<file path="config.mk">
export PLATFORM = sky130hd
export DESIGN_NAME = gpmx_top
export DESIGN_NICKNAME = d
export VERILOG_FILES = /design/src/rtl/gpmx_pkg.sv /design/src/rtl/gpmx_sync2.sv /design/src/rtl/gpmx_pin_mux.sv /design/src/rtl/gpmx_top.sv
export SDC_FILE = /design/constraint.sdc
export NUM_CORES = 1
export LEC_CHECK = 0
export BUFFER_PORTS_ARGS = -buffer_cell sky130_fd_sc_hd__buf_2
export CELL_PAD_IN_SITES_DETAIL_PLACEMENT = 1
export CELL_PAD_IN_SITES_GLOBAL_PLACEMENT = 1
export CORE_MARGIN = 3
export CORE_UTILIZATION = 45
export CTS_BUF_LIST = sky130_fd_sc_hd__clkbuf_16
export CTS_CLUSTER_DIAMETER = 40
export DETAILED_ROUTE_END_ITERATION = 8
export PLACE_DENSITY_LB_ADDON = 0.1
export SLEW_MARGIN = 20
export SYNTH_ARGS = -nofsm -noshare
export SYNTH_HDL_FRONTEND = slang
export SYNTH_SLANG_ARGS = --single-unit
export TNS_END_PERCENT = 10
</file>
<file path="constraint.sdc">
create_clock -name clk_sys -period 3.8 [get_ports clk_sys]
set_input_delay 0.38 -clock clk_sys [delete_from_list [all_inputs] [get_ports clk_sys]]
set_output_delay 0.38 -clock clk_sys [all_outputs]
set_load 0.005 [all_outputs]
</file>
<file path="src/rtl/gpmx_pkg.sv">
// Constants, register map and source codes for the pin output multiplexer.
// ==================================================================
package gpmx_pkg;

	// ==================================================================
	// Register offsets
	localparam logic [7:0] GPMX_OFS_PIN_DIR      = 8'h08;
	localparam logic [7:0] GPMX_OFS_PIN1_SEL     = 8'h52;
	localparam logic [7:0] GPMX_OFS_PIN0_SEL     = 8'h53;
	localparam logic [7:0] GPMX_OFS_PIN2_SEL     = 8'h55;
	localparam logic [7:0] GPMX_OFS_PIN_LEVEL    = 8'h56;
	localparam logic [7:0] GPMX_OFS_PIN_INVERT   = 8'h57;
	localparam logic [7:0] GPMX_OFS_OVF_STATUS   = 8'h5A;
	localparam logic [7:0] GPMX_OFS_CLOCK_FLEX   = 8'h5F;

	// ==================================================================
	// Field layout and reset values
	localparam int unsigned GPMX_SEL_W       = 5;
	localparam int unsigned GPMX_NPIN        = 3;
	localparam int unsigned GPMX_BIT_PIN0    = 3;
	localparam int unsigned GPMX_BIT_PIN1    = 2;
	localparam int unsigned GPMX_BIT_PIN2    = 5;
	localparam int unsigned GPMX_BIT_FLEX    = 0;
	localparam logic [7:0]  GPMX_PIN_MASK    = 8'h2C;
	localparam logic [7:0]  GPMX_OVF_MASK    = 8'h1F;
	localparam logic [7:0]  GPMX_RST_BYTE    = 8'h00;
	localparam logic [4:0]  GPMX_RST_SEL     = 5'h00;
	localparam int unsigned GPMX_OVF_SHIFTER = 0;
	localparam int unsigned GPMX_OVF_P2_A    = 1;
	localparam int unsigned GPMX_OVF_P2_B    = 2;
	localparam int unsigned GPMX_OVF_P1_A    = 3;
	localparam int unsigned GPMX_OVF_P1_B    = 4;

	// ==================================================================
	// Asynchronous status inputs, packed for the synchroniser
	localparam int unsigned GPMX_ASY_W       = 10;
	localparam int unsigned GPMX_ASY_AMUTE_A = 0;
	localparam int unsigned GPMX_ASY_AMUTE_B = 1;
	localparam int unsigned GPMX_ASY_CLKBAD  = 2;
	localparam int unsigned GPMX_ASY_ANA_A_N = 3;
	localparam int unsigned GPMX_ASY_ANA_B_N = 4;
	localparam int unsigned GPMX_ASY_PLLLOCK = 5;
	localparam int unsigned GPMX_ASY_CPCLK   = 6;
	localparam int unsigned GPMX_ASY_UV_HI   = 7;
	localparam int unsigned GPMX_ASY_UV_LO   = 8;
	localparam int unsigned GPMX_ASY_PLLOUT  = 9;

	// ==================================================================
	// Output source codes
	typedef enum logic [4:0] {
		GPMX_SRC_OFF       = 5'b00000,
		GPMX_SRC_DSP       = 5'b00001,
		GPMX_SRC_REG       = 5'b00010,
		GPMX_SRC_AMUTE_AB  = 5'b00011,
		GPMX_SRC_AMUTE_B   = 5'b00100,
		GPMX_SRC_AMUTE_A   = 5'b00101,
		GPMX_SRC_CLK_BAD   = 5'b00110,
		GPMX_SRC_SER_DATA  = 5'b00111,
		GPMX_SRC_ANAMUTE_B = 5'b01000,
		GPMX_SRC_ANAMUTE_A = 5'b01001,
		GPMX_SRC_PLL_LOCK  = 5'b01010,
		GPMX_SRC_CP_CLK    = 5'b01011,
		GPMX_SRC_UV_HI     = 5'b01110,
		GPMX_SRC_UV_LO     = 5'b01111,
		GPMX_SRC_PLL_DIV4  = 5'b10000
	} gpmx_src_t;

endpackage

</file>
<file path="src/rtl/gpmx_sync2.sv">
// Two-flop synchroniser for a vector of independent level signals.
`timescale 1ns/10ps
`default_nettype none
module gpmx_sync2 #(
	parameter int unsigned WIDTH = 1
) (
	// Clock and reset
	input  wire logic             clk_sys,
	input  wire logic             sys_rst,
	// Data
	input  wire logic [WIDTH-1:0] async_in,
	output logic      [WIDTH-1:0] sync_out
);

	logic [WIDTH-1:0] meta_q;

	// ==================================================================
	// Only the second stage is visible outside
	always_ff @(posedge clk_sys) begin
		if (sys_rst) begin
			meta_q   <= '0;
			sync_out <= '0;
		end else begin
			meta_q   <= async_in;
			sync_out <= meta_q;
		end
	end

endmodule
`default_nettype wire

</file>
<file path="src/rtl/gpmx_pin_mux.sv">
// Source selection and polarity for one output pin.
`timescale 1ns/10ps
`default_nettype none
module gpmx_pin_mux
	import gpmx_pkg::*;
(
	// Configuration
	input  wire logic [4:0] sel,
	input  wire logic       sw_level,
	input  wire logic       invert,
	input  wire logic       clock_flex,
	// Sources
	input  wire logic       dsp_out,
	input  wire logic       amute_a,
	input  wire logic       amute_b,
	input  wire logic       clk_invalid,
	input  wire logic       ser_data,
	input  wire logic       anamute_a_n,
	input  wire logic       anamute_b_n,
	input  wire logic       pll_lock,
	input  wire logic       cp_clk,
	input  wire logic       uv_hi,
	input  wire logic       uv_lo,
	input  wire logic       pll_div4,
	// Result
	output logic            pin_val
);

	logic raw;

	// ==================================================================
	// Source select
	always_comb begin
		case (gpmx_src_t'(sel))
			GPMX_SRC_OFF:       raw = 1'b0;
			GPMX_SRC_DSP:       raw = dsp_out;
			GPMX_SRC_REG:       raw = sw_level;
			GPMX_SRC_AMUTE_AB:  raw = amute_a & amute_b;
			GPMX_SRC_AMUTE_B:   raw = amute_b;
			GPMX_SRC_AMUTE_A:   raw = amute_a;
			GPMX_SRC_CLK_BAD:   raw = clk_invalid;
			GPMX_SRC_SER_DATA:  raw = ser_data;
			GPMX_SRC_ANAMUTE_B: raw = anamute_b_n;
			GPMX_SRC_ANAMUTE_A: raw = anamute_a_n;
			GPMX_SRC_PLL_LOCK:  raw = pll_lock;
			GPMX_SRC_CP_CLK:    raw = cp_clk;
			GPMX_SRC_UV_HI:     raw = uv_hi;
			GPMX_SRC_UV_LO:     raw = uv_lo;
			// Without the flex setting the divided clock is not running
			GPMX_SRC_PLL_DIV4:  raw = pll_div4 & clock_flex;
			default:            raw = 1'b0;
		endcase
	end

	// Inversion sits after selection, so it also flips the off level
	assign pin_val = raw ^ invert;

endmodule
`default_nettype wire

</file>
<file path="src/rtl/gpmx_top.sv">
// Output pin multiplexer and DSP overflow status, with its register port.
`timescale 1ns/10ps
`default_nettype none
module gpmx_top (
	// Clock and reset
	input  wire logic       clk_sys,
	input  wire logic       sys_rst,
	// Register port
	input  wire logic [7:0] reg_addr,
	input  wire logic       reg_wr,
	input  wire logic [7:0] reg_wdata,
	input  wire logic       reg_rd,
	output logic      [7:0] reg_rdata,
	output logic            reg_rvalid,
	// DSP side, same clock
	input  wire logic       dsp_first_pin_out,
	input  wire logic       dsp_second_pin_out,
	input  wire logic       dsp_third_pin_out,
	input  wire logic       serial_audio_data_out,
	input  wire logic       ovf_port1_b,
	input  wire logic       ovf_port1_a,
	input  wire logic       ovf_port2_b,
	input  wire logic       ovf_port2_a,
	input  wire logic       ovf_shifter,
	// Status from other domains and analog
	input  wire logic       automute_a,
	input  wire logic       automute_b,
	input  wire logic       clock_invalid,
	input  wire logic       analog_mute_a_n,
	input  wire logic       analog_mute_b_n,
	input  wire logic       pll_lock,
	input  wire logic       charge_pump_clk,
	input  wire logic       speaker_mute_pin_above_07,
	input  wire logic       speaker_mute_pin_above_03,
	input  wire logic       pll_out,
	// Pins
	output logic            first_output_pin,
	output logic            first_output_pin_oe_n,
	output logic            second_output_pin,
	output logic            second_output_pin_oe_n,
	output logic            third_output_pin,
	output logic            third_output_pin_oe_n
);
	import gpmx_pkg::*;

	// ==================================================================
	// Declarations
	logic [4:0]            pin0_sel_q;
	logic [4:0]            pin1_sel_q;
	logic [4:0]            pin2_sel_q;
	logic [7:0]            level_q;
	logic [7:0]            invert_q;
	logic [7:0]            dir_q;
	logic                  flex_q;
	logic [7:0]            ovf_q;
	logic [7:0]            ovf_d;
	logic [7:0]            ovf_set;
	logic [7:0]            ovf_clr;
	logic [7:0]            rdata_d;
	logic                  rd_status;
	logic [GPMX_ASY_W-1:0] asy_raw;
	logic [GPMX_ASY_W-1:0] asy_s;
	logic                  pll_prev_q;
	logic [1:0]            pll_cnt_q;
	logic                  pin0_val;
	logic                  pin1_val;
	logic                  pin2_val;

	// Write strobe for one offset
	function automatic logic wr_hit(input logic [7:0] ofs);
		return reg_wr && (reg_addr == ofs);
	endfunction

	// Selector field as stored, upper bits dropped
	function automatic logic [4:0] sel_field(input logic [7:0] data);
		return data[GPMX_SEL_W-1:0];
	endfunction

	// ==================================================================
	// Synchronise everything that is not on clk_sys
	// Each bit is an independent level, so bitwise syncing is safe
	assign asy_raw[GPMX_ASY_AMUTE_A] = automute_a;
	assign asy_raw[GPMX_ASY_AMUTE_B] = automute_b;
	assign asy_raw[GPMX_ASY_CLKBAD]  = clock_invalid;
	assign asy_raw[GPMX_ASY_ANA_A_N] = analog_mute_a_n;
	assign asy_raw[GPMX_ASY_ANA_B_N] = analog_mute_b_n;
	assign asy_raw[GPMX_ASY_PLLLOCK] = pll_lock;
	assign asy_raw[GPMX_ASY_CPCLK]   = charge_pump_clk;
	assign asy_raw[GPMX_ASY_UV_HI]   = speaker_mute_pin_above_07;
	assign asy_raw[GPMX_ASY_UV_LO]   = speaker_mute_pin_above_03;
	assign asy_raw[GPMX_ASY_PLLOUT]  = pll_out;

	gpmx_sync2 #(
		.WIDTH (GPMX_ASY_W)
	) u_sync (
		.clk_sys  (clk_sys),
		.sys_rst  (sys_rst),
		.async_in (asy_raw),
		.sync_out (asy_s)
	);

	// ==================================================================
	// PLL output divided by four
	// Sampled on clk_sys, so only a PLL output below half of 25 MHz
	// divides faithfully; faster clocks alias.
	// Edge detector resets to the idle level of the synchronised pin
	always_ff @(posedge clk_sys) begin
		if (sys_rst) begin
			pll_prev_q <= 1'b0;
		end else begin
			pll_prev_q <= asy_s[GPMX_ASY_PLLOUT];
		end
	end

	// Counts rising edges only while the flex setting is on
	always_ff @(posedge clk_sys) begin
		if (sys_rst) begin
			pll_cnt_q <= 2'h0;
		end else if (asy_s[GPMX_ASY_PLLOUT] && !pll_prev_q && flex_q) begin
			pll_cnt_q <= pll_cnt_q + 2'h1;
		end
	end

	// ==================================================================
	// Selector registers
	// Only the five select bits are kept; the rest read back as zero
	always_ff @(posedge clk_sys) begin
		if (sys_rst) begin
			pin0_sel_q <= GPMX_RST_SEL;
		end else if (wr_hit(GPMX_OFS_PIN0_SEL)) begin
			pin0_sel_q <= sel_field(reg_wdata);
		end
	end

	always_ff @(posedge clk_sys) begin
		if (sys_rst) begin
			pin1_sel_q <= GPMX_RST_SEL;
		end else if (wr_hit(GPMX_OFS_PIN1_SEL)) begin
			pin1_sel_q <= sel_field(reg_wdata);
		end
	end

	always_ff @(posedge clk_sys) begin
		if (sys_rst) begin
			pin2_sel_q <= GPMX_RST_SEL;
		end else if (wr_hit(GPMX_OFS_PIN2_SEL)) begin
			pin2_sel_q <= sel_field(reg_wdata);
		end
	end

	// ==================================================================
	// Level, inversion, direction and clock flex registers
	// Bits that belong to no pin, except the flex bit, are not stored and read back as zero
	always_ff @(posedge clk_sys) begin
		if (sys_rst) begin
			level_q <= GPMX_RST_BYTE;
		end else if (wr_hit(GPMX_OFS_PIN_LEVEL)) begin
			level_q <= reg_wdata & GPMX_PIN_MASK;
		end
	end

	always_ff @(posedge clk_sys) begin
		if (sys_rst) begin
			invert_q <= GPMX_RST_BYTE;
		end else if (wr_hit(GPMX_OFS_PIN_INVERT)) begin
			invert_q <= reg_wdata & GPMX_PIN_MASK;
		end
	end

	always_ff @(posedge clk_sys) begin
		if (sys_rst) begin
			dir_q <= GPMX_RST_BYTE;
		end else if (wr_hit(GPMX_OFS_PIN_DIR)) begin
			dir_q <= reg_wdata & GPMX_PIN_MASK;
		end
	end

	always_ff @(posedge clk_sys) begin
		if (sys_rst) begin
			flex_q <= 1'b0;
		end else if (wr_hit(GPMX_OFS_CLOCK_FLEX)) begin
			flex_q <= reg_wdata[GPMX_BIT_FLEX];
		end
	end

	// ==================================================================
	// Overflow status
	// Each event lands on its own status bit; the upper bits never set
	always_comb begin
		ovf_set                   = GPMX_RST_BYTE;
		ovf_set[GPMX_OVF_P1_B]    = ovf_port1_b;
		ovf_set[GPMX_OVF_P1_A]    = ovf_port1_a;
		ovf_set[GPMX_OVF_P2_B]    = ovf_port2_b;
		ovf_set[GPMX_OVF_P2_A]    = ovf_port2_a;
		ovf_set[GPMX_OVF_SHIFTER] = ovf_shifter;
	end
	assign rd_status = reg_rd && (reg_addr == GPMX_OFS_OVF_STATUS);
	assign ovf_clr   = rd_status ? GPMX_OVF_MASK : GPMX_RST_BYTE;
	// An overflow arriving in the read cycle survives the clear
	assign ovf_d = ((ovf_q & ~ovf_clr) | ovf_set) & GPMX_OVF_MASK;

	always_ff @(posedge clk_sys) begin
		if (sys_rst) begin
			ovf_q <= GPMX_RST_BYTE;
		end else begin
			ovf_q <= ovf_d;
		end
	end

	// ==================================================================
	// Read path
	// Unmapped offsets read as zero
	always_comb begin
		case (reg_addr)
			GPMX_OFS_PIN_DIR:    rdata_d = dir_q;
			GPMX_OFS_PIN1_SEL:   rdata_d = {3'h0, pin1_sel_q};
			GPMX_OFS_PIN0_SEL:   rdata_d = {3'h0, pin0_sel_q};
			GPMX_OFS_PIN2_SEL:   rdata_d = {3'h0, pin2_sel_q};
			GPMX_OFS_PIN_LEVEL:  rdata_d = level_q;
			GPMX_OFS_PIN_INVERT: rdata_d = invert_q;
			GPMX_OFS_OVF_STATUS: rdata_d = ovf_q;
			GPMX_OFS_CLOCK_FLEX: rdata_d = {7'h00, flex_q};
			default:             rdata_d = GPMX_RST_BYTE;
		endcase
	end

	always_ff @(posedge clk_sys) begin
		if (sys_rst) begin
			reg_rvalid <= 1'b0;
		end else begin
			reg_rvalid <= reg_rd;
		end
	end

	// Read data hold until the next read
	always_ff @(posedge clk_sys) begin
		if (sys_rst) begin
			reg_rdata <= GPMX_RST_BYTE;
		end else if (reg_rd) begin
			reg_rdata <= rdata_d;
		end
	end

	// ==================================================================
	// Pin multiplexers
	gpmx_pin_mux u_mux0 (
		.sel         (pin0_sel_q),
		.sw_level    (level_q[GPMX_BIT_PIN0]),
		.invert      (invert_q[GPMX_BIT_PIN0]),
		.clock_flex  (flex_q),
		.dsp_out     (dsp_first_pin_out),
		.amute_a     (asy_s[GPMX_ASY_AMUTE_A]),
		.amute_b     (asy_s[GPMX_ASY_AMUTE_B]),
		.clk_invalid (asy_s[GPMX_ASY_CLKBAD]),
		.ser_data    (serial_audio_data_out),
		.anamute_a_n (asy_s[GPMX_ASY_ANA_A_N]),
		.anamute_b_n (asy_s[GPMX_ASY_ANA_B_N]),
		.pll_lock    (asy_s[GPMX_ASY_PLLLOCK]),
		.cp_clk      (asy_s[GPMX_ASY_CPCLK]),
		.uv_hi       (asy_s[GPMX_ASY_UV_HI]),
		.uv_lo       (asy_s[GPMX_ASY_UV_LO]),
		.pll_div4    (pll_cnt_q[1]),
		.pin_val     (pin0_val)
	);

	gpmx_pin_mux u_mux1 (
		.sel         (pin1_sel_q),
		.sw_level    (level_q[GPMX_BIT_PIN1]),
		.invert      (invert_q[GPMX_BIT_PIN1]),
		.clock_flex  (flex_q),
		.dsp_out     (dsp_second_pin_out),
		.amute_a     (asy_s[GPMX_ASY_AMUTE_A]),
		.amute_b     (asy_s[GPMX_ASY_AMUTE_B]),
		.clk_invalid (asy_s[GPMX_ASY_CLKBAD]),
		.ser_data    (serial_audio_data_out),
		.anamute_a_n (asy_s[GPMX_ASY_ANA_A_N]),
		.anamute_b_n (asy_s[GPMX_ASY_ANA_B_N]),
		.pll_lock    (asy_s[GPMX_ASY_PLLLOCK]),
		.cp_clk      (asy_s[GPMX_ASY_CPCLK]),
		.uv_hi       (asy_s[GPMX_ASY_UV_HI]),
		.uv_lo       (asy_s[GPMX_ASY_UV_LO]),
		.pll_div4    (pll_cnt_q[1]),
		.pin_val     (pin1_val)
	);

	gpmx_pin_mux u_mux2 (
		.sel         (pin2_sel_q),
		.sw_level    (level_q[GPMX_BIT_PIN2]),
		.invert      (invert_q[GPMX_BIT_PIN2]),
		.clock_flex  (flex_q),
		.dsp_out     (dsp_third_pin_out),
		.amute_a     (asy_s[GPMX_ASY_AMUTE_A]),
		.amute_b     (asy_s[GPMX_ASY_AMUTE_B]),
		.clk_invalid (asy_s[GPMX_ASY_CLKBAD]),
		.ser_data    (serial_audio_data_out),
		.anamute_a_n (asy_s[GPMX_ASY_ANA_A_N]),
		.anamute_b_n (asy_s[GPMX_ASY_ANA_B_N]),
		.pll_lock    (asy_s[GPMX_ASY_PLLLOCK]),
		.cp_clk      (asy_s[GPMX_ASY_CPCLK]),
		.uv_hi       (asy_s[GPMX_ASY_UV_HI]),
		.uv_lo       (asy_s[GPMX_ASY_UV_LO]),
		.pll_div4    (pll_cnt_q[1]),
		.pin_val     (pin2_val)
	);

	// ==================================================================
	// Pin drivers
	// An input-direction pin is released and its value held low.
	function automatic logic drive_val(input logic val, input logic out_en);
		return val & out_en;
	endfunction

	always_ff @(posedge clk_sys) begin
		if (sys_rst) begin
			first_output_pin      <= 1'b0;
			first_output_pin_oe_n <= 1'b1;
		end else begin
			first_output_pin      <= drive_val(pin0_val, dir_q[GPMX_BIT_PIN0]);
			first_output_pin_oe_n <= ~dir_q[GPMX_BIT_PIN0];
		end
	end

	always_ff @(posedge clk_sys) begin
		if (sys_rst) begin
			second_output_pin      <= 1'b0;
			second_output_pin_oe_n <= 1'b1;
		end else begin
			second_output_pin      <= drive_val(pin1_val, dir_q[GPMX_BIT_PIN1]);
			second_output_pin_oe_n <= ~dir_q[GPMX_BIT_PIN1];
		end
	end

	always_ff @(posedge clk_sys) begin
		if (sys_rst) begin
			third_output_pin      <= 1'b0;
			third_output_pin_oe_n <= 1'b1;
		end else begin
			third_output_pin      <= drive_val(pin2_val, dir_q[GPMX_BIT_PIN2]);
			third_output_pin_oe_n <= ~dir_q[GPMX_BIT_PIN2];
		end
	end

endmodule
`default_nettype wire

</file>
==> results.tsv, run 1 <==
metric	value	unit
fraction of synthesized cell area taken by the top area cell type	0.4344	
kind of path behind the tightest hold check	in -> reg	
IR drop worst, VDD	0.0002373	V
violation count after the first detailed-route iteration	157	
HPWL after detailed placement	5710	µm
std cell rows	29	
ANT cells	0	
part of the Yosys area used for sequential elements	0.4344	
synthesized instance count	338	
global-route usage over all layers	0.2269	
CP Max Fanout	10	
Hold Vio Cnt, Final	0	
maximum clock frequency	486.6	MHz
routed vias	2588	
Setup TNS	0	ns
largest area contributor in the netlist	dfxtp_1	
setup repair after global routing missed its margin	false	
category of the critical setup timing path	reg -> reg	
Via-to-Cell Ratio	5.688	
fraction of final layout cells with drive strength greater than 1	0.1958	
post-route antenna net violation count	0	
Design Area, Final	3537	µm²
number of buffers created by CTS	9	
area inside the core boundary	6459	µm²
max capacitance violation total	0	
final-report setup violation count	0	
fill cell instance count of the final layout	776	
CTS tree	built	
most common flop cell mapped by yosys	dfxtp_1	
die height	88.22	µm
routed len/inst	17.89	µm
DRC	0	
placed instance area	3248	µm²
ratio of final minimum period to clock period	0.5408	
Relative slew margins	0.5909	
Setup crit end kind	register	
Clock Sink Count	66	
final critical path time including I/O delays and setup	2.055	ns
Synth Warn #	0	
final worst clock skew	0.007914	ns
clock latency at the later pin of the worst-skew pair	0.33	ns
number of buffers inserted by port buffering	49	
measured slew at the worst slew-check pin	0.6137	ns
global placer's final weighted congestion	0.8171	
number of global-route vias before repair	2702	
post-synthesis cell area	3042	µm²
number of buffers on the longest clock path	2	
global-route wire length before repair	13430	µm
total global routing overflow	0	
run status	completed	
hold_buf cts	0	
PostCTS Resize Cnt	0	
width of the die	88.22	µm
initial core utilization	0.4709	
top-level port count	54	
leakage power summed over all cells	1.459	nW
number of antenna violations at the first check in global routing	0	
net count reported at finish	412	
Mean Syn Cell Area	8.999	µm²
Pre-Repair DR Iteration Count	4	
CTS Root Cell	clkbuf_16	
CTS clock-pin slew for the worst setup and hold paths	0.05	ns
Post-synth EDFFs	0	
number of synthesized register bits	66	
leading post-synthesis cells by cell area	dfxtp_1, mux2i_1, nor2_1	
pin count of the biggest net entering global routing	61	
data arrival time of the critical path	2.26	ns
nature of the critical path startpoint	register	
Cell variety after synth	59	
post-detailed-routing wire length	8141	µm
Total Die Area	7782	µm²
critical path required time	4.01	ns
post-CTS setup buffer count	0	
Final Max Tran Viols	0	
pwr dens	448.8	nW/µm²
final total power	0.001587	W
proportion of register bits with asynchronous set or reset after synthesis	0	
H-tree lvl count	3	
synthesis-to-finish area growth	16.29	%
[sequential cells by signal, summed over array words and instances, names as in the netlist]
| signal | cells |
|---|---|
| reg_rdata | 6 |
| pin0_sel_q | 5 |
| flex_q | 1 |
| invert_q | 3 |
| reg_rvalid | 1 |
| third_output_pin | 1 |
| second_output_pin_oe_n | 1 |
| pll_prev_q | 1 |
| first_output_pin_oe_n | 1 |
| pin2_sel_q | 5 |
| level_q | 3 |
| first_output_pin | 1 |
| pll_cnt_q | 2 |
| u_sync.sync_out | 10 |
| second_output_pin | 1 |
| dir_q | 3 |
| pin1_sel_q | 5 |
| ovf_q | 5 |
| third_output_pin_oe_n | 1 |
| u_sync.meta_q | 10 |
[cell type report]
class / instances / area (µm²) / share of cell area
clock buffers: 9 / 225.2 / 0.06367
clock inverters: 7 / 61.31 / 0.01733
inverters: 6 / 22.52 / 0.006367
multi-input cells: 241 / 1563 / 0.4418
flip-flops and latches: 66 / 1321 / 0.3735
well taps: 77 / 96.34 / 0.02724
repair buffers: 49 / 247.7 / 0.07004
[layer usage]
| metal | global-route usage | part of all wire | up-vias |
|---|---|---|---|
| met2 | 0.3766 | 0.49 | 69 |
| met3 | 0.05307 | 0.043 | 14 |
| li1 | - | - | 1257 |
| met4 | 0.09066 | 0.023 | 0 |
| met1 | 0.2847 | 0.45 | 1248 |
| met5 | 0 | 0 | - |
[placed cells by master (no fill, tap or decap), types with 3 or more instances in the layout]
| cell type | n |
|---|---|
| nand2b_1 | 7 |
| a21oi_1 | 16 |
| buf_2 | 48 |
| o21ai_1 | 5 |
| o21ai_0 | 5 |
| a22o_1 | 4 |
| nor2_1 | 42 |
| nand3b_1 | 7 |
| and3_1 | 3 |
| nor3_1 | 6 |
| nand4_1 | 3 |
| nand3_1 | 11 |
| nand2_1 | 27 |
| inv_1 | 7 |
| clkbuf_16 | 9 |
| clkinv_2 | 3 |
| mux2i_1 | 30 |
| nor2b_1 | 21 |
| nor3b_1 | 5 |
| dfxtp_1 | 66 |
[worst paths after layout]
kind               startpoint                 end  slack [ns]  cells past startpoint
max             pin0_sel_q[1]    first_output_pin        1.74                      5
min           charge_pump_clk    u_sync.meta_q[6]        0.26                      2
min reg2reg  u_sync.meta_q[1]  u_sync.sync_out[1]        0.44                      1
max reg2reg     pin0_sel_q[1]    first_output_pin        1.74                      5
[cell families (layout without fill, tap and decap cells)]
family	count (synthesis)	count (layout)	share of synthesized area
simple gates	150	150	0.2674
flops	66	66	0.4344
mux	33	33	0.1172
other cells	1	2	0.001233
xor+xnor	2	2	0.005760
compound gates	54	54	0.1209
buf+inv	32	71	0.05307
[synthesized netlist by cell type, drive strengths merged (2+ instances only)]
cell	instances
o21ai	10
nor2	42
o22ai	2
nand3b	7
nand2	27
a31o	2
a22o	4
nand4	3
nor2b	22
xor2	2
inv	6
clkbuf	11
nand3	11
nand2b	7
nor3b	6
a221oi	2
buf	15
and3	3
mux2i	30
o31ai	2
o32ai	2
mux4	2
or4	2
nor3	7
a22oi	2
dfxtp	66
a211oi	2
nor4	2
a21oi	16
a2111oi	3
and4	2
[critical path, cell delays in order, from the launching register on]
cell and delay (ns):
dfxtp_1 0.55, nand2_1 0.13, or4_1 0.41, a311oi_1 0.47, o21ai_0 0.19, nor3b_2 0.18
[report_power, final]
part           leakage, nW  switching, W  internal (W)
Sequential           0.538    0.00000912      0.000708
Combinational        0.773     0.0000430     0.0000330
Clock                0.148      0.000294      0.000500
Total                 1.46      0.000347       0.00124
[per-stage QoR]
step	instances	utilization	worst slack [ns]	hold WS [ns]
after floorplan	339	-	2.114	0.4056
final	455	0.5477	1.745	0.2571
after global routing	455	0.5477	1.594	0.2578
after global placement	439	0.5029	1.848	0.4150
after detailed placement	439	0.5029	1.830	0.4258
after CTS	455	0.5473	1.762	0.2489
(Power assumes the default switching activity.)
==> run 2: changes to the inputs <==
--- a/config.mk
+++ b/config.mk
@@ -9,7 +9,7 @@
 export CELL_PAD_IN_SITES_DETAIL_PLACEMENT = 1
 export CELL_PAD_IN_SITES_GLOBAL_PLACEMENT = 1
 export CORE_MARGIN = 3
-export CORE_UTILIZATION = 45
+export CORE_UTILIZATION = 42
 export CTS_BUF_LIST = sky130_fd_sc_hd__clkbuf_16
 export CTS_CLUSTER_DIAMETER = 40
 export DETAILED_ROUTE_END_ITERATION = 8
==> constraint.sdc (replaced) <==
create_clock -name clk_sys -period 1.9 [get_ports clk_sys]
set_input_delay 0.19 -clock clk_sys [delete_from_list [all_inputs] [get_ports clk_sys]]
set_output_delay 0.19 -clock clk_sys [all_outputs]
set_load 0.005 [all_outputs]
==> run 2 against run 1 <==
  * Non-clock buffer count rose by 13
  * Worst setup slack lost 1.6 ns
  * Global-route usage decreased by 2.0 points
  * Die area increased by 6.6%
  * Combinational power up 110%
  * Final area is 3.7% higher
  * Via count up 1.9%
  * Critical path type unchanged
==> results.tsv, run 2 (same netlist as run 1, synthesis figures left out) <==
metric	value	unit	change
width of the die	91.10	µm	+3.3%
category of the critical setup timing path	reg -> reg		
violation count after the first detailed-route iteration	111		-29%
WP buf/inv	0		unchanged
Hold Vio Cnt, Final	0		unchanged
data arrival time of the critical path	2.02	ns	-0.24 ns
hold_buf cts	0		unchanged
routed len/inst	16.94	µm	-5.3%
global-route usage over all layers	0.2066		-0.02022
ANT cells	0		unchanged
most frequent standard cell in the layout excluding fill and tap cells	dfxtp_1		
max capacitance violation total	0		unchanged
largest registers	u_sync.meta_q x10, u_sync.sync_out x10, reg_rdata x6		
slowest CP cell	dfxtp_1		
routed vias	2636		+1.9%
synthesis-to-finish area growth	20.57	%	
number of antenna violations at the first check in global routing	0		unchanged
post-detailed-routing wire length	8216	µm	+0.92%
CTS clock-pin slew for the worst setup and hold paths	0.05	ns	about the same
CTS Root Cell	clkbuf_16		
register-to-register path setup slack	0.11	ns	-1.63 ns
Setup TNS	0	ns	unchanged
run status	completed		
post-CTS setup buffer count	0		unchanged
Total Die Area	8299	µm²	+6.6%
global placer's final weighted congestion	0.8098		-0.89%
final worst clock skew	0.005518	ns	-0.002396 ns
nature of the critical path startpoint	register		
global-route wire length before repair	13580	µm	+1.1%
clock latency at the later pin of the worst-skew pair	0.33	ns	about the same
post-route antenna net violation count	0		unchanged
number of global-route vias before repair	2689		-0.48%
maximum clock frequency	558.9	MHz	+15%
Final Max Tran Viols	0		unchanged
IR drop worst, VDD	0.0006517	V	+170%
cell family with most CP delay	compound AO/OA/AOI/OAI gates		
worst slack after detailed placement	0.09335	ns	-1.736 ns
final critical path time including I/O delays and setup	1.789	ns	-0.2660 ns
Design Area, Final	3667	µm²	+3.7%
placed instance area	3382	µm²	+4.1%
net count reported at finish	425		+3.2%
number of buffers inserted by port buffering	49		unchanged
Clock Sink Count	66		unchanged
setup repair after global routing missed its margin	false		
area inside the core boundary	6907	µm²	+6.9%
fraction of final layout cells with drive strength greater than 1	0.2237		+0.02788
crit-path max cell delay	0.57	ns	+0.02 ns
worst hold margin	0.07196	ns	-0.1852 ns
post-route worst setup slack	0.1108	ns	-1.634 ns
std cell rows	30		+3.4%
die height	91.10	µm	+3.3%
Setup crit end kind	register		
number of buffers on the longest clock path	2		unchanged
cells along the critical path	nand2_1 -> o22a_1 -> o41ai_1 -> nor4_1 -> nor3b_1		
pwr dens	854.4	nW/µm²	+90%
Relative slew margins	0.6292		+0.03833
total global routing overflow	0		unchanged
Via-to-Cell Ratio	5.435		-4.4%
CP Max Fanout	11		+1
HPWL after detailed placement	6089	µm	+6.6%
measured slew at the worst slew-check pin	0.5490	ns	-0.06468 ns
critical path required time	2.14	ns	-1.87 ns
leakage power summed over all cells	1.525	nW	+4.5%
pin count of the biggest net entering global routing	40		-34%
PostCTS Resize Cnt	0		unchanged
most frequent cells in the layout	dfxtp_1, buf_2, nor2_1, mux2i_1, nand2_1		
ratio of final minimum period to clock period	0.9417		+0.4008
number of buffers created by CTS	9		unchanged
Pre-Repair DR Iteration Count	5		+1
DRC	0		unchanged
top-level port count	54		unchanged
kind of path behind the tightest hold check	in -> reg		
H-tree lvl count	3		unchanged
initial core utilization	0.4404		-0.03054
CTS tree	built		
final-report setup violation count	0		unchanged
[run 2: changes by cell type in the layout (fill, tap and decap cells not counted), sizes merged]
cell,delta
inv,-1
buf,+13
clkinv,-1
[run 2: worst reg2reg max path: stages, from the launching register on]
cell and delay, ns:
dfxtp_1 0.57, nand2_1 0.10, o22a_1 0.21, o41ai_1 0.46, nor4_1 0.13, nor3b_1 0.24
[run 2: path summary, 6_finish.rpt]
path                     from                  to  cells after the start
max reg2reg     pin1_sel_q[3]   second_output_pin                      5
min                   pll_out    u_sync.meta_q[9]                      2
max             pin1_sel_q[3]   second_output_pin                      5
min reg2reg  u_sync.meta_q[3]  u_sync.sync_out[3]                      1
[run 2: final cells by class]
class,instances,area [µm²]
Timing Repair Buffer,62,355.3
Clock inverter,5,47.55
Clock buffer,9,225.2
Multi-Input combinational cell,241,1575
Fill cell,856,3239
Inverter,6,22.52
Sequential cell,66,1321
Tap cell,96,120.1
[run 2: power breakdown]
part	internal (W)	total, W	switching [W]
clock	0.000985	0.00154	0.000556
sequential	0.00142	0.00143	0.0000151
combinational	0.0000719	0.000161	0.0000889
total	0.00247	0.00313	0.000660
[run 2: stage by stage]
stage / power, W / cells / util
after global placement: 0.001615 / 471 / 0.4897
after global routing: 0.003266 / 485 / 0.5310
final: 0.003133 / 485 / 0.5310
after detailed placement: 0.001621 / 471 / 0.4897
after CTS: 0.003172 / 485 / 0.5292
after floorplan: 0.001545 / 339 / -
[run 2: layer usage]
metal	GRT usage	wire length, µm
met1	0.2514	3577
met2	0.3587	4157
met3	0.05965	358
met4	0.04899	123
met5	0	0
